File: src/stopwatch_defs.vh
`ifndef STOPWATCH_DEFS_VH
`define STOPWATCH_DEFS_VH
// Command codes for the stopwatch register
`define SW_CMD_READ 8'h6C
`define SW_CMD_WRITE 8'hEC
// Field positions
`define SW_RUN_BIT 31
`define SW_COUNT_MSB 23
`define SW_COUNT_WIDTH 24
`define SW_RESV_MSB 30
`define SW_RESV_LSB 24
// Reset values
`define SW_COUNT_RESET 24'h000000
`define SW_RUN_RESET 1'b0
// Terminal count
`define SW_TERMINAL 24'h0FFFFF
// Tick period in nanoseconds (0.01 ms) and clock period in nanoseconds
`define SW_TICK_NS 10000
`define SW_CLK_NS 100
`define SW_TICK_CYCLES (`SW_TICK_NS / `SW_CLK_NS)
// Event enable layout
`define SW_EVT_WIDTH 11
`define SW_TIMEOUT_EVT_BIT 10
`endif

File: src/otg_event_stopwatch_timer.v
// Overview of operation
// - Writing run bit clears count, starts counting
// - At FFFFF hex, stop and clear run
// - Writing zero to run bit halts counting
// - Enabled pending event stops and latches count
// - Count field reads bits 23:0, 0.01 ms units
// - Read code 6C, write code EC
// - Each event source has its own enable
`timescale 1ns/10ps
`include "stopwatch_defs.vh"
module otg_event_stopwatch_timer #(
	parameter TICK_CYCLES = `SW_TICK_CYCLES,
	parameter EVT_WIDTH = `SW_EVT_WIDTH,
	parameter TERMINAL_COUNT = `SW_TERMINAL
)(
	input wire clk,
	input wire rst,
	input wire cmd_valid,
	input wire [7:0] cmd_code,
	input wire [31:0] cmd_wdata,
	input wire [EVT_WIDTH-1:0] otg_event_status,
	input wire [EVT_WIDTH-1:0] otg_event_enable,
	output reg [31:0] rdata_r,
	output reg rdata_valid_r,
	output reg stopwatch_run_bit_r,
	output reg [`SW_COUNT_MSB:0] count_r
);

// Prescaler compares at full parameter width, so no bits are dropped
localparam [31:0] TICK_LAST = TICK_CYCLES - 1;
localparam [31:0] PRESC_STEP = 32'h00000001;
localparam [31:0] PRESC_ZERO = 32'h00000000;
// Count arithmetic constants
localparam [`SW_COUNT_MSB:0] COUNT_STEP = 24'h000001;
localparam [`SW_COUNT_MSB:0] COUNT_ZERO = `SW_COUNT_RESET;
// Reserved field width and its read value
localparam RESV_WIDTH = `SW_RESV_MSB - `SW_RESV_LSB + 1;
localparam [RESV_WIDTH-1:0] RESV_ZERO = {RESV_WIDTH{1'b0}};

// Prescaler state and tick strobe
reg [31:0] presc_r;
reg [31:0] presc_nxt;
reg tick;
// Next values of run bit and count
reg run_nxt;
reg [`SW_COUNT_MSB:0] count_nxt;
// Next values of the read answer
reg [31:0] rdata_nxt;
reg rdata_valid_nxt;
// Decoded commands
wire wr_hit;
wire rd_hit;
wire start_req;
wire stop_req;
// Event gating per source
wire [EVT_WIDTH-1:0] evt_gated;
wire evt_hit;
// Terminal detection
wire [`SW_COUNT_MSB:0] count_inc;
wire at_terminal;
wire next_terminal;
genvar g;

// Command decode; every other code is ignored without indication
assign wr_hit = cmd_valid && (cmd_code == `SW_CMD_WRITE);
assign rd_hit = cmd_valid && (cmd_code == `SW_CMD_READ);
assign start_req = wr_hit && cmd_wdata[`SW_RUN_BIT];
assign stop_req = wr_hit && !cmd_wdata[`SW_RUN_BIT];

// One gate per event source; each source has its own enable bit
generate
	for (g = 0; g < EVT_WIDTH; g = g + 1)
	begin : gate_loop
		assign evt_gated[g] = otg_event_status[g] & otg_event_enable[g];
	end
endgenerate
// Live inputs, no history: a pulse of one cycle while running is enough
assign evt_hit = |evt_gated;

// Terminal value is 20 bits wide although the field has 24
assign count_inc = count_r + COUNT_STEP;
assign at_terminal = (count_r == TERMINAL_COUNT);
assign next_terminal = (count_inc == TERMINAL_COUNT);

// Prescaler restarts with each start so the first tick is a full period;
// it holds while stopped. The tick is only 0.01 ms if TICK_CYCLES fits clk
always @*
begin
	tick = 1'b0;
	presc_nxt = presc_r;
	if (start_req)
	begin
		presc_nxt = PRESC_ZERO;
	end
	else if (stopwatch_run_bit_r)
	begin
		if (presc_r == TICK_LAST)
		begin
			presc_nxt = PRESC_ZERO;
			tick = 1'b1;
		end
		else
		begin
			presc_nxt = presc_r + PRESC_STEP;
		end
	end
end

// Run bit next value; a software write wins over an event in one cycle
always @*
begin
	run_nxt = stopwatch_run_bit_r;
	if (start_req)
	begin
		run_nxt = 1'b1;
	end
	else if (stop_req)
	begin
		run_nxt = 1'b0;
	end
	else if (stopwatch_run_bit_r)
	begin
		if (evt_hit)
		begin
			run_nxt = 1'b0;
		end
		else if (at_terminal)
		begin
			run_nxt = 1'b0;
		end
		else if (tick && next_terminal)
		begin
			run_nxt = 1'b0;
		end
	end
end

// Count next value; an event or a stop freezes it for software to read
always @*
begin
	count_nxt = count_r;
	if (start_req)
	begin
		count_nxt = COUNT_ZERO;
	end
	else if (stop_req)
	begin
		count_nxt = count_r;
	end
	else if (stopwatch_run_bit_r && !evt_hit && !at_terminal && tick)
	begin
		count_nxt = count_inc;
	end
end

// Read answer; data holds until the next read, reserved bits read zero
always @*
begin
	rdata_nxt = rdata_r;
	rdata_valid_nxt = 1'b0;
	if (rd_hit)
	begin
		rdata_nxt = {stopwatch_run_bit_r, RESV_ZERO, count_r};
		rdata_valid_nxt = 1'b1;
	end
end

// Prescaler register
always @(posedge clk)
begin
	if (rst)
	begin
		presc_r <= PRESC_ZERO;
	end
	else
	begin
		presc_r <= presc_nxt;
	end
end

// Run bit register
always @(posedge clk)
begin
	if (rst)
	begin
		stopwatch_run_bit_r <= `SW_RUN_RESET;
	end
	else
	begin
		stopwatch_run_bit_r <= run_nxt;
	end
end

// Count register; the frozen value stays until the next start
always @(posedge clk)
begin
	if (rst)
	begin
		count_r <= `SW_COUNT_RESET;
	end
	else
	begin
		count_r <= count_nxt;
	end
end

// Read answer registers, one cycle after the command
always @(posedge clk)
begin
	if (rst)
	begin
		rdata_r <= 32'h00000000;
		rdata_valid_r <= 1'b0;
	end
	else
	begin
		rdata_r <= rdata_nxt;
		rdata_valid_r <= rdata_valid_nxt;
	end
end

endmodule

File: config.mk
export PLATFORM = sky130hd
export DESIGN_NAME = otg_event_stopwatch_timer
export DESIGN_NICKNAME = d
export VERILOG_FILES = /design/src/otg_event_stopwatch_timer.v
export VERILOG_INCLUDE_DIRS = /design/src
export SDC_FILE = /design/constraint.sdc
export NUM_CORES = 1
export LEC_CHECK = 0
export BUFFER_PORTS_ARGS = -buffer_cell sky130_fd_sc_hd__buf_4
export CAP_MARGIN = 30
export CORE_MARGIN = 10
export CORE_UTILIZATION = 51
export DETAILED_ROUTE_END_ITERATION = 7
export PLACE_DENSITY = 0.91
export REMOVE_ABC_BUFFERS = 1
export SYNTH_ARGS = -nofsm -noshare
export SYNTH_HDL_FRONTEND = slang
export SYNTH_SLANG_ARGS = --single-unit
File: constraint.sdc
create_clock -name clk -period 2.6 [get_ports clk]
set_input_delay 0.26 -clock clk [delete_from_list [all_inputs] [get_ports clk]]
set_output_delay 0.26 -clock clk [all_outputs]
set_load 0.005 [all_outputs]
==> flow_summary.json, run 1 <==
{
  "status": "completed",
  "fp-row-count": 32,
  "cp_num_cells": 6,
  "antenna_found_initial": 0,
  "clkTransAtPathRegs_ns": 0.08,
  "cts_root_buf": "clkbuf_8",
  "tightestPinTransition_ns": 0.6511,
  "firstDrtPassIters": 4,
  "async_flop_share_pct": 0,
  "cap_viol_max_count": 0,
  "start_util_pct": 52.03,
  "crit_chain": "nand4_2 > nor4_1 > xnor2_1 > or3_1 > nor4_1 > a211oi_1",
  "die_w_um": 108.6,
  "dp.cells": 638,
  "final_cells": 653,
  "crit_buf_inv": 0,
  "diodes": 0,
  "r2r-end": "stopwatch_run_bit_r",
  "synth-warning-count": 0,
  "cts_sinks": 83,
  "cp_max_fo": 8,
  "r2r_slack_ns": 0.30,
  "wirelength_mm": 10.29,
  "cp.arrival_ns": 2.52,
  "critPathLaunchType": "flop",
  "dp_hpwl_mm": 7.675,
  "critPathMaxStageDelay_ns": 0.51,
  "critPathLaunch": "count_r[9]",
  "critical_path_required_ns": 2.83,
  "area_delta_synth_final_pct": 23.77,
  "die_h_um": 108.6,
  "final.period_utilization_pct": 88.44,
  "clk_path_buf_depth": 2,
  "avgSynthCellArea_um2": 8.696,
  "io_pins": 123,
  "ir_drop_uv": 437.3,
  "die_area_mm2": 0.01179,
  "syn_inst": 460,
  "finClkSkew_ns": 0.009953,
  "cts_made_buffers": 9,
  "gr-total-overflow": 0,
  "yosys.cell_types.count": 40,
  "max_freq_mhz": 434.9,
  "grt_pass1_vias": 3625,
  "grt_pass1_wl_mm": 16.95,
  "syn_area_mm2": 0.004000,
  "intPower_mw": 1.801,
  "r2r_start": "count_r[9]",
  "synth_edf_count": 0,
  "post_dp_cell_area_mm2": 0.004757,
  "seqPwrFrac_pct": 56.0,
  "postCtsResizedCells": 0,
  "drcViolationCount": 0,
  "drt_iter0_markers": 208,
  "ys_seq_elements": 83,
  "wl_met2_mm": 5.345,
  "finalPower_mw": 2.266,
  "vias": 3596,
  "total_leakage_power_nw": 1.923,
  "setup_viol": 0,
  "ant_nets": 0,
  "path_class": "flop to flop",
  "drive_gt1_share_pct": 22.14,
  "powerDensity_mw_per_mm2": 457.6,
  "path_common_cell": "nor4_1",
  "design_area_mm2": 0.004951,
  "finalHoldViolCount": 0,
  "seq_area_mm2": 0.001662,
  "multiInputGateArea_mm2": 0.002191,
  "n_fill_cell": 614,
  "switching_power_mw": 0.4649,
  "min_period_ns": 2.300,
  "coreArea_mm2": 0.007687,
  "final_max_slew_viol_count": 0,
  "dr_wl_met3_um": 702,
  "track_usage_pct": 17.56,
  "postCtsSetupBuffers": 0,
  "cts_hold_buf": 0,
  "viasPerCell": 5.507,
  "yosys_most_used_dff": "dfxtp_1",
  "numPortBuffers": 84,
  "routed.top_layer": "met4",
  "switching_share_pct": 20.52,
  "routedWlPerCell_um": 15.75,
  "crit_family": "simple AND/OR/NAND/NOR gates",
  "crit_slowest_cell": "dfxtp_1",
  "clock_power_share_pct": 40.6,
  "comb_power_share_pct": 3.4,
  "crit_path_end": "stopwatch_run_bit_r",
  "htreeDepth": 3,
  "cts_tree": "built",
  "hold_path.class": "primary input to flop",
  "r2r_cells": 6,
  "yosysSeqAreaShare_pct": 41.54,
  "clkLatencyLatePin_ns": 0.35,
  "wl_met1_mm": 4.052,
  "slew_headroom_pct": 56.19,
  "gp_congestion": 0.8956,
  "rsz0062_at_grt": "false",
  "crit_path_end_kind": "flop",
  "nets": 615,
  "grt_max_degree": 33
}
## cell families after synthesis
family          count (synthesis)  share of synthesized area (%)
simple gates                  226                          29.53
flops                          83                          41.54
xor+xnor                       55                          12.04
buf+inv                        38                          4.535
compound gates                 27                          4.536
mux                            27                          6.788
fa+ha+maj                       3                         0.9385
other cells                     1                        0.09375
## cells in the mapped netlist (2+ instances only)
cell type | n | area share [%]
and2_1 | 4 | 0.63
mux2i_1 | 26 | 6.5
nor4_2 | 2 | 0.63
nor3_1 | 9 | 1.1
a211oi_1 | 2 | 0.38
nand4b_1 | 3 | 0.66
nand4_1 | 19 | 3.0
clkbuf_1 | 14 | 1.3
and4_1 | 4 | 0.88
xor2_1 | 33 | 7.2
xnor2_1 | 22 | 4.8
or4_1 | 3 | 0.56
and3_1 | 13 | 2.0
or3_1 | 9 | 1.4
o21ai_0 | 8 | 1.0
buf_4 | 8 | 1.5
ha_1 | 3 | 0.94
nor4_1 | 14 | 2.2
a21oi_1 | 9 | 1.1
nor4b_1 | 2 | 0.44
buf_2 | 7 | 0.88
nand3_1 | 28 | 3.5
nand2_1 | 20 | 1.9
dfxtp_1 | 83 | 42
a22oi_1 | 5 | 0.94
inv_1 | 9 | 0.84
nor2_1 | 88 | 8.3
## cell type report
type | instances | area share [%]
Clock inverter | 2 | 0.7076
Clock buffer | 13 | 3.209
Tap cell | 102 | 2.578
Timing Repair Buffer | 99 | 15.01
Inverter | 9 | 0.6823
Sequential cell | 83 | 33.56
Multi-Input combinational cell | 345 | 44.25
## registers in the layout, summed over array words and instances (netlist names)
signal               count
presc_r                 32
count_r                 24
rdata_r                 25
stopwatch_run_bit_r      1
rdata_valid_r            1
## power by group through the flow
stage               logic (mW)  registers [mW]  clock network (mW)
detailed placement      0.0766            1.30                   0
global placement        0.0740            1.30                   0
finish                  0.0766            1.27               0.919
CTS                     0.0768            1.27               0.942
floorplan               0.0207            1.30                   0
global route            0.0844            1.27               0.985
## metal layers
metal  vias to the layer above  GRT usage (%)
met5                         -              0
met4                         0          5.932
met3                        19          6.544
met2                        95          30.99
met1                      1726          18.92
li1                       1756              -
## cells in the final DEF (no fill, tap or decap), types with 2 or more instances in the layout
cell type and count:
a211oi_1 2, a21oi_1 9, a22oi_1 5, and2_1 4, and3_1 13, and4_1 4
buf_4 99, clkbuf_1 2, clkbuf_8 11, conb_1 7, dfxtp_1 83, ha_1 3
inv_1 9, mux2i_1 26, nand2_1 20, nand3_1 28, nand4_1 19, nand4b_1 3
nor2_1 88, nor3_1 8, nor4_1 14, nor4_2 2, nor4b_1 2, o21ai_0 8
or3_1 9, or4_1 3, xnor2_1 22, xor2_1 33
## worst min path at each step
stage                start            end  slack [ns]  cells past startpoint
2_1_floorplan          rst     rdata_r[0]        0.33                      1
3_3_place_gp    rdata_r[7]     rdata_r[7]        0.48                      2
3_5_place_dp    rdata_r[9]     rdata_r[9]        0.48                      2
4_1_cts        cmd_code[7]  rdata_valid_r        0.11                      2
5_1_grt        cmd_code[7]  rdata_valid_r        0.11                      2
6_report       cmd_code[7]  rdata_valid_r        0.13                      2
## per-stage QoR
| stage | util, % | setup slack (ns) | hold WS [ns] | TNS [ns] |
|---|---|---|---|---|
| floorplan | - | -0.3178 | 0.3324 | -10.68 |
| global placement | 61.88 | 0.4511 | 0.4765 | 0 |
| detailed placement | 61.88 | 0.3484 | 0.4832 | 0 |
| CTS | 64.40 | 0.3509 | 0.1125 | 0 |
| global route | 64.40 | 0.1698 | 0.1107 | 0 |
| finish | 64.40 | 0.3005 | 0.1292 | 0 |
(Power assumes the default switching activity.)
==> run 2: changes to the inputs <==
--- a/config.mk
+++ b/config.mk
@@ -11,7 +11,7 @@
 export CORE_MARGIN = 10
 export CORE_UTILIZATION = 51
 export DETAILED_ROUTE_END_ITERATION = 7
-export PLACE_DENSITY = 0.91
+export PLACE_DENSITY_LB_ADDON = 0.08
 export REMOVE_ABC_BUFFERS = 1
 export SYNTH_ARGS = -nofsm -noshare
 export SYNTH_HDL_FRONTEND = slang
==> run 2 against run 1 <==
Flip-flop and latch count stayed put. Combinational power grew 4.2%. Critical path depth did not move. Global-route usage fell by 0.51 points. First-iteration DRC count fell by 52%. Worst setup slack gained 0.024 ns. Clock power up 2.5%. Critical path type unchanged. Critical endpoint is now count_r[1].
==> flow_summary.json, run 2 (synthesis results as in run 1) <==
{
  "total_leakage_power_nw": 1.934,
  "status": "completed",
  "cts_sinks": 83,
  "hold_path.class": "primary input to flop",
  "powerDensity_mw_per_mm2": 458.4,
  "ir_drop_uv": 319.8,
  "track_usage_pct": 17.04,
  "finClkSkew_ns": 0.01117,
  "cts_root_buf": "clkbuf_8",
  "drive_gt1_share_pct": 22.74,
  "rsz0062_at_grt": "false",
  "setup_slack_ns": 0.3248,
  "wl_met1_mm": 3.929,
  "io_pins": 123,
  "gr-total-overflow": 0,
  "gp_congestion": 0.9187,
  "mostFrequentLayoutCells": "99 x buf_4, 88 x nor2_1, 83 x dfxtp_1",
  "routedWlPerCell_um": 15.07,
  "critPathLaunchType": "flop",
  "r2r_cells": 6,
  "firstDrtPassIters": 4,
  "grt_pass1_wl_mm": 16.39,
  "cts_hold_buf": 0,
  "numPortBuffers": 84,
  "top_register": "presc_r",
  "largest_register_ffs": 32,
  "wl_met2_mm": 5.275,
  "cp_max_fo": 17,
  "die_h_um": 108.6,
  "dr_wl_met3_um": 511,
  "critical_path_required_ns": 2.88,
  "ant_nets": 0,
  "postCtsResizedCells": 0,
  "nets": 617,
  "largestRegisters": "presc_r: 32 flops, rdata_r: 25 flops, count_r: 24 flops",
  "setup_viol": 0,
  "clkTransAtPathRegs_ns": 0.09,
  "grt_pass1_vias": 3426,
  "tightestPinTransition_ns": 0.5781,
  "n_fill_cell": 684,
  "grt_max_degree": 33,
  "postCtsSetupBuffers": 0,
  "clk_path_buf_depth": 2,
  "crit_path_end_kind": "flop",
  "area_delta_synth_final_pct": 24.99,
  "cp.arrival_ns": 2.55,
  "fin_hold_ws_ns": 0.1189,
  "slew_headroom_pct": 61.17,
  "finish.utilization_pct": 65.04,
  "final_max_slew_viol_count": 0,
  "max_freq_mhz": 439.5,
  "coreArea_mm2": 0.007687,
  "dp_hpwl_mm": 7.435,
  "htreeDepth": 3,
  "die_w_um": 108.6,
  "diodes": 0,
  "path_class": "flop to flop",
  "final_cells": 656,
  "antenna_found_initial": 0,
  "start_util_pct": 52.03,
  "vias": 3533,
  "place_ws_ns": 0.3672,
  "die_area_mm2": 0.01179,
  "cap_viol_max_count": 0,
  "routed.top_layer": "met4",
  "clkLatencyLatePin_ns": 0.36,
  "min_period_ns": 2.275,
  "fp-row-count": 32,
  "hold_depth": 2,
  "drcViolationCount": 0,
  "wirelength_mm": 9.885,
  "cts_tree": "built",
  "drt_iter0_markers": 100,
  "final_common_cell": "buf_4",
  "final.period_utilization_pct": 87.51,
  "dp.cells": 640,
  "cts_made_buffers": 9,
  "finalHoldViolCount": 0,
  "viasPerCell": 5.386
}
## run 2: report_power, final
part	internal (mW)	switching, mW
sequential	1.27	0.0000317
combinational	0.0430	0.0367
clock	0.474	0.468
## run 2: path summary, 6_finish.rpt
path	endpoint	start	slack [ns]
hold / removal	rdata_valid_r	cmd_code[7]	0.12
hold reg to reg	rdata_r[17]	rdata_r[17]	0.50
setup / recovery	count_r[1]	count_r[4]	0.32
setup reg to reg	count_r[1]	count_r[4]	0.32
## run 2: critical path: stages, from the launching register on
cell and delay [ns]:
dfxtp_1 0.53, nand4_4 0.23, nor4_2 0.55, a2111oi_4 0.21, buf_4 0.25, and2_1 0.20
a211oi_1 0.22
## run 2: layout make-up
cell class	count	area [µm²]	area share [%]
multi-input cells	345	2191	43.82
flip-flops and latches	83	1662	33.23
repair buffers	101	783.3	15.67
clock buffers	11	141.4	2.828
well taps	102	127.6	2.553
clock inverters	5	61.31	1.226
inverters	9	33.78	0.6757
## run 2: metal layers
metal	vias up	global-route usage, %
met5	-	0
met4	0	6.026
met3	19	4.938
met2	85	30.26
met1	1665	18.97
li1	1764	-
## run 2: through the flow
step	cell area [µm²]	power (mW)	TNS [ns]
6_report	5000	2.292	0
3_5_place_dp	4797	1.380	0
2_1_floorplan	3875	1.321	-10.68
4_1_cts	5000	2.311	0
3_3_place_gp	4797	1.378	0
5_1_grt	5000	2.364	0
==> run 3: changes to the inputs <==
--- a/config.mk
+++ b/config.mk
@@ -9,7 +9,7 @@
 export BUFFER_PORTS_ARGS = -buffer_cell sky130_fd_sc_hd__buf_4
 export CAP_MARGIN = 30
 export CORE_MARGIN = 10
-export CORE_UTILIZATION = 51
+export CORE_UTILIZATION = 42
 export DETAILED_ROUTE_END_ITERATION = 7
 export PLACE_DENSITY_LB_ADDON = 0.08
 export REMOVE_ABC_BUFFERS = 1
==> run 3 against run 2 <==
Worst hold slack got worse by 0.0056 ns. First-iteration DRC count up 100%. Largest cell class unchanged. Global-route usage fell by 2.2 points. Final cell count is 3.7% higher. Clock-buffer cell count is 1 lower. Wire length increased by 4.7%. Clock power increased by 18%. Final area is 0.68% higher. Largest power group unchanged. Critical path depth up 1. Flip-flop and latch count stayed put. Non-clock buffer count shrank 2. Sequential power is essentially flat.
==> flow_summary.json, run 3 (synthesis results as in run 1) <==
{
  "status": "completed",
  "hold_path.class": "primary input to flop",
  "vias": 3508,
  "max_freq_mhz": 433.0,
  "top_register": "presc_r",
  "dp.cells": 665,
  "seq_area_mm2": 0.001662,
  "grt_pass1_vias": 3600,
  "min_period_ns": 2.309,
  "cts_tree": "built",
  "clkLatencyLatePin_ns": 0.35,
  "gr-total-overflow": 0,
  "finClkSkew_ns": 0.01091,
  "tightestPinTransition_ns": 0.5951,
  "firstDrtPassIters": 4,
  "area_delta_synth_final_pct": 25.84,
  "ir_drop_uv": 308.3,
  "viasPerCell": 5.159,
  "antenna_found_initial": 0,
  "die_h_um": 117.6,
  "track_usage_pct": 14.89,
  "critical_path_required_ns": 2.89,
  "ant_nets": 0,
  "finalSetupTns_ns": 0,
  "drcViolationCount": 0,
  "cts_sinks": 83,
  "finalHoldViolCount": 0,
  "dp_hpwl_mm": 7.457,
  "total_leakage_power_nw": 1.941,
  "postCtsResizedCells": 0,
  "final_cells": 680,
  "largestRegisters": "presc_r: 32 flops, rdata_r: 25 flops, count_r: 24 flops",
  "post_dp_cell_area_mm2": 0.004803,
  "io_pins": 123,
  "cts_hold_buf": 0,
  "cts_root_buf": "clkbuf_8",
  "slew_headroom_pct": 59.96,
  "die_area_mm2": 0.01383,
  "crit_path_end_kind": "flop",
  "die_w_um": 117.6,
  "clkTransAtPathRegs_ns": 0.09,
  "diodes": 0,
  "final_common_cell": "buf_4",
  "multiInputGateArea_mm2": 0.002191,
  "postCtsSetupBuffers": 0,
  "cap_viol_max_count": 0,
  "grt_pass1_wl_mm": 17.66,
  "cts_made_buffers": 9,
  "cp_max_fo": 6,
  "finalPower_mw": 2.452,
  "design_area_mm2": 0.005034,
  "cp.arrival_ns": 2.60,
  "final_max_slew_viol_count": 0,
  "largest_register_ffs": 32,
  "clk_path_buf_depth": 2,
  "place_ws_ns": 0.3580,
  "mostFrequentLayoutCells": "98 x buf_4, 88 x nor2_1, 83 x dfxtp_1",
  "drive_gt1_share_pct": 22.32,
  "n_fill_cell": 882,
  "grt_max_degree": 33,
  "htreeDepth": 3,
  "path_class": "flop to flop",
  "setup_slack_ns": 0.2907,
  "critPathLaunchType": "flop",
  "rsz0062_at_grt": "false",
  "nets": 615,
  "wirelength_mm": 10.35,
  "start_util_pct": 43.29,
  "gp_congestion": 0.8833,
  "powerDensity_mw_per_mm2": 487.1,
  "setup_viol": 0,
  "fp-row-count": 35,
  "final.period_utilization_pct": 88.82,
  "numPortBuffers": 84,
  "coreArea_mm2": 0.009240,
  "drt_iter0_markers": 201,
  "routedWlPerCell_um": 15.22
}
-- run 3: cell types whose count changed in the layout (fill, tap and decap cells not counted) --
cell        previous run  this run
bufinv_16              1         3
inv_6                  1         0
buf_4                 99        98
clkbuf_8              10         9
buf_12                 2         1
clkinvlp_4             3         1
clkinv_2               0         1
-- run 3: layout make-up --
class | instances | area share, %
clock buffer | 10 | 2.535
multi-input combinational | 345 | 43.52
tap | 129 | 3.207
timing repair buffer | 99 | 15.01
clock inverter | 5 | 2.038
sequential | 83 | 33.01
inverter | 9 | 0.6711
-- run 3: worst paths after layout --
kind | startpoint | cells past startpoint | to | slack [ns]
hold reg to reg | count_r[23] | 2 | count_r[23] | 0.50
setup / recovery | count_r[0] | 7 | count_r[13] | 0.29
setup reg to reg | count_r[0] | 7 | count_r[13] | 0.29
hold / removal | cmd_code[7] | 2 | rdata_valid_r | 0.11
-- run 3: routing by layer --
| metal | wire length [µm] | global-route usage (%) |
|---|---|---|
| met5 | 0 | 0 |
| met4 | 183 | 5.255 |
| met3 | 361 | 3.118 |
| met2 | 5439 | 26.61 |
| met1 | 4365 | 17.05 |
-- run 3: critical path, cell delays in order, from the launching register on --
cell and delay [ns]:
dfxtp_1 0.32, ha_1 0.27, nand3_1 0.24, nor4_1 0.14
a2111oi_4 0.49, nand2_1 0.13, or4_1 0.51, a21oi_1 0.14
-- run 3: stage by stage --
| step | hold slack, ns | utilization [%] |
|---|---|---|
| 5_1_grt | 0.1077 | 54.48 |
| 2_1_floorplan | 0.3324 | - |
| 4_1_cts | 0.09800 | 54.48 |
| 3_5_place_dp | 0.4762 | 51.98 |
| 3_3_place_gp | 0.4708 | 51.98 |
| 6_report | 0.1133 | 54.48 |
-- run 3: power by group --
part | total [mW] | switching, mW | internal [mW] | leakage [nW]
clock | 1.11 | 0.474 | 0.632 | 0.112
sequential | 1.27 | 0.0000315 | 1.27 | 0.668
combinational | 0.0763 | 0.0361 | 0.0401 | 1.16
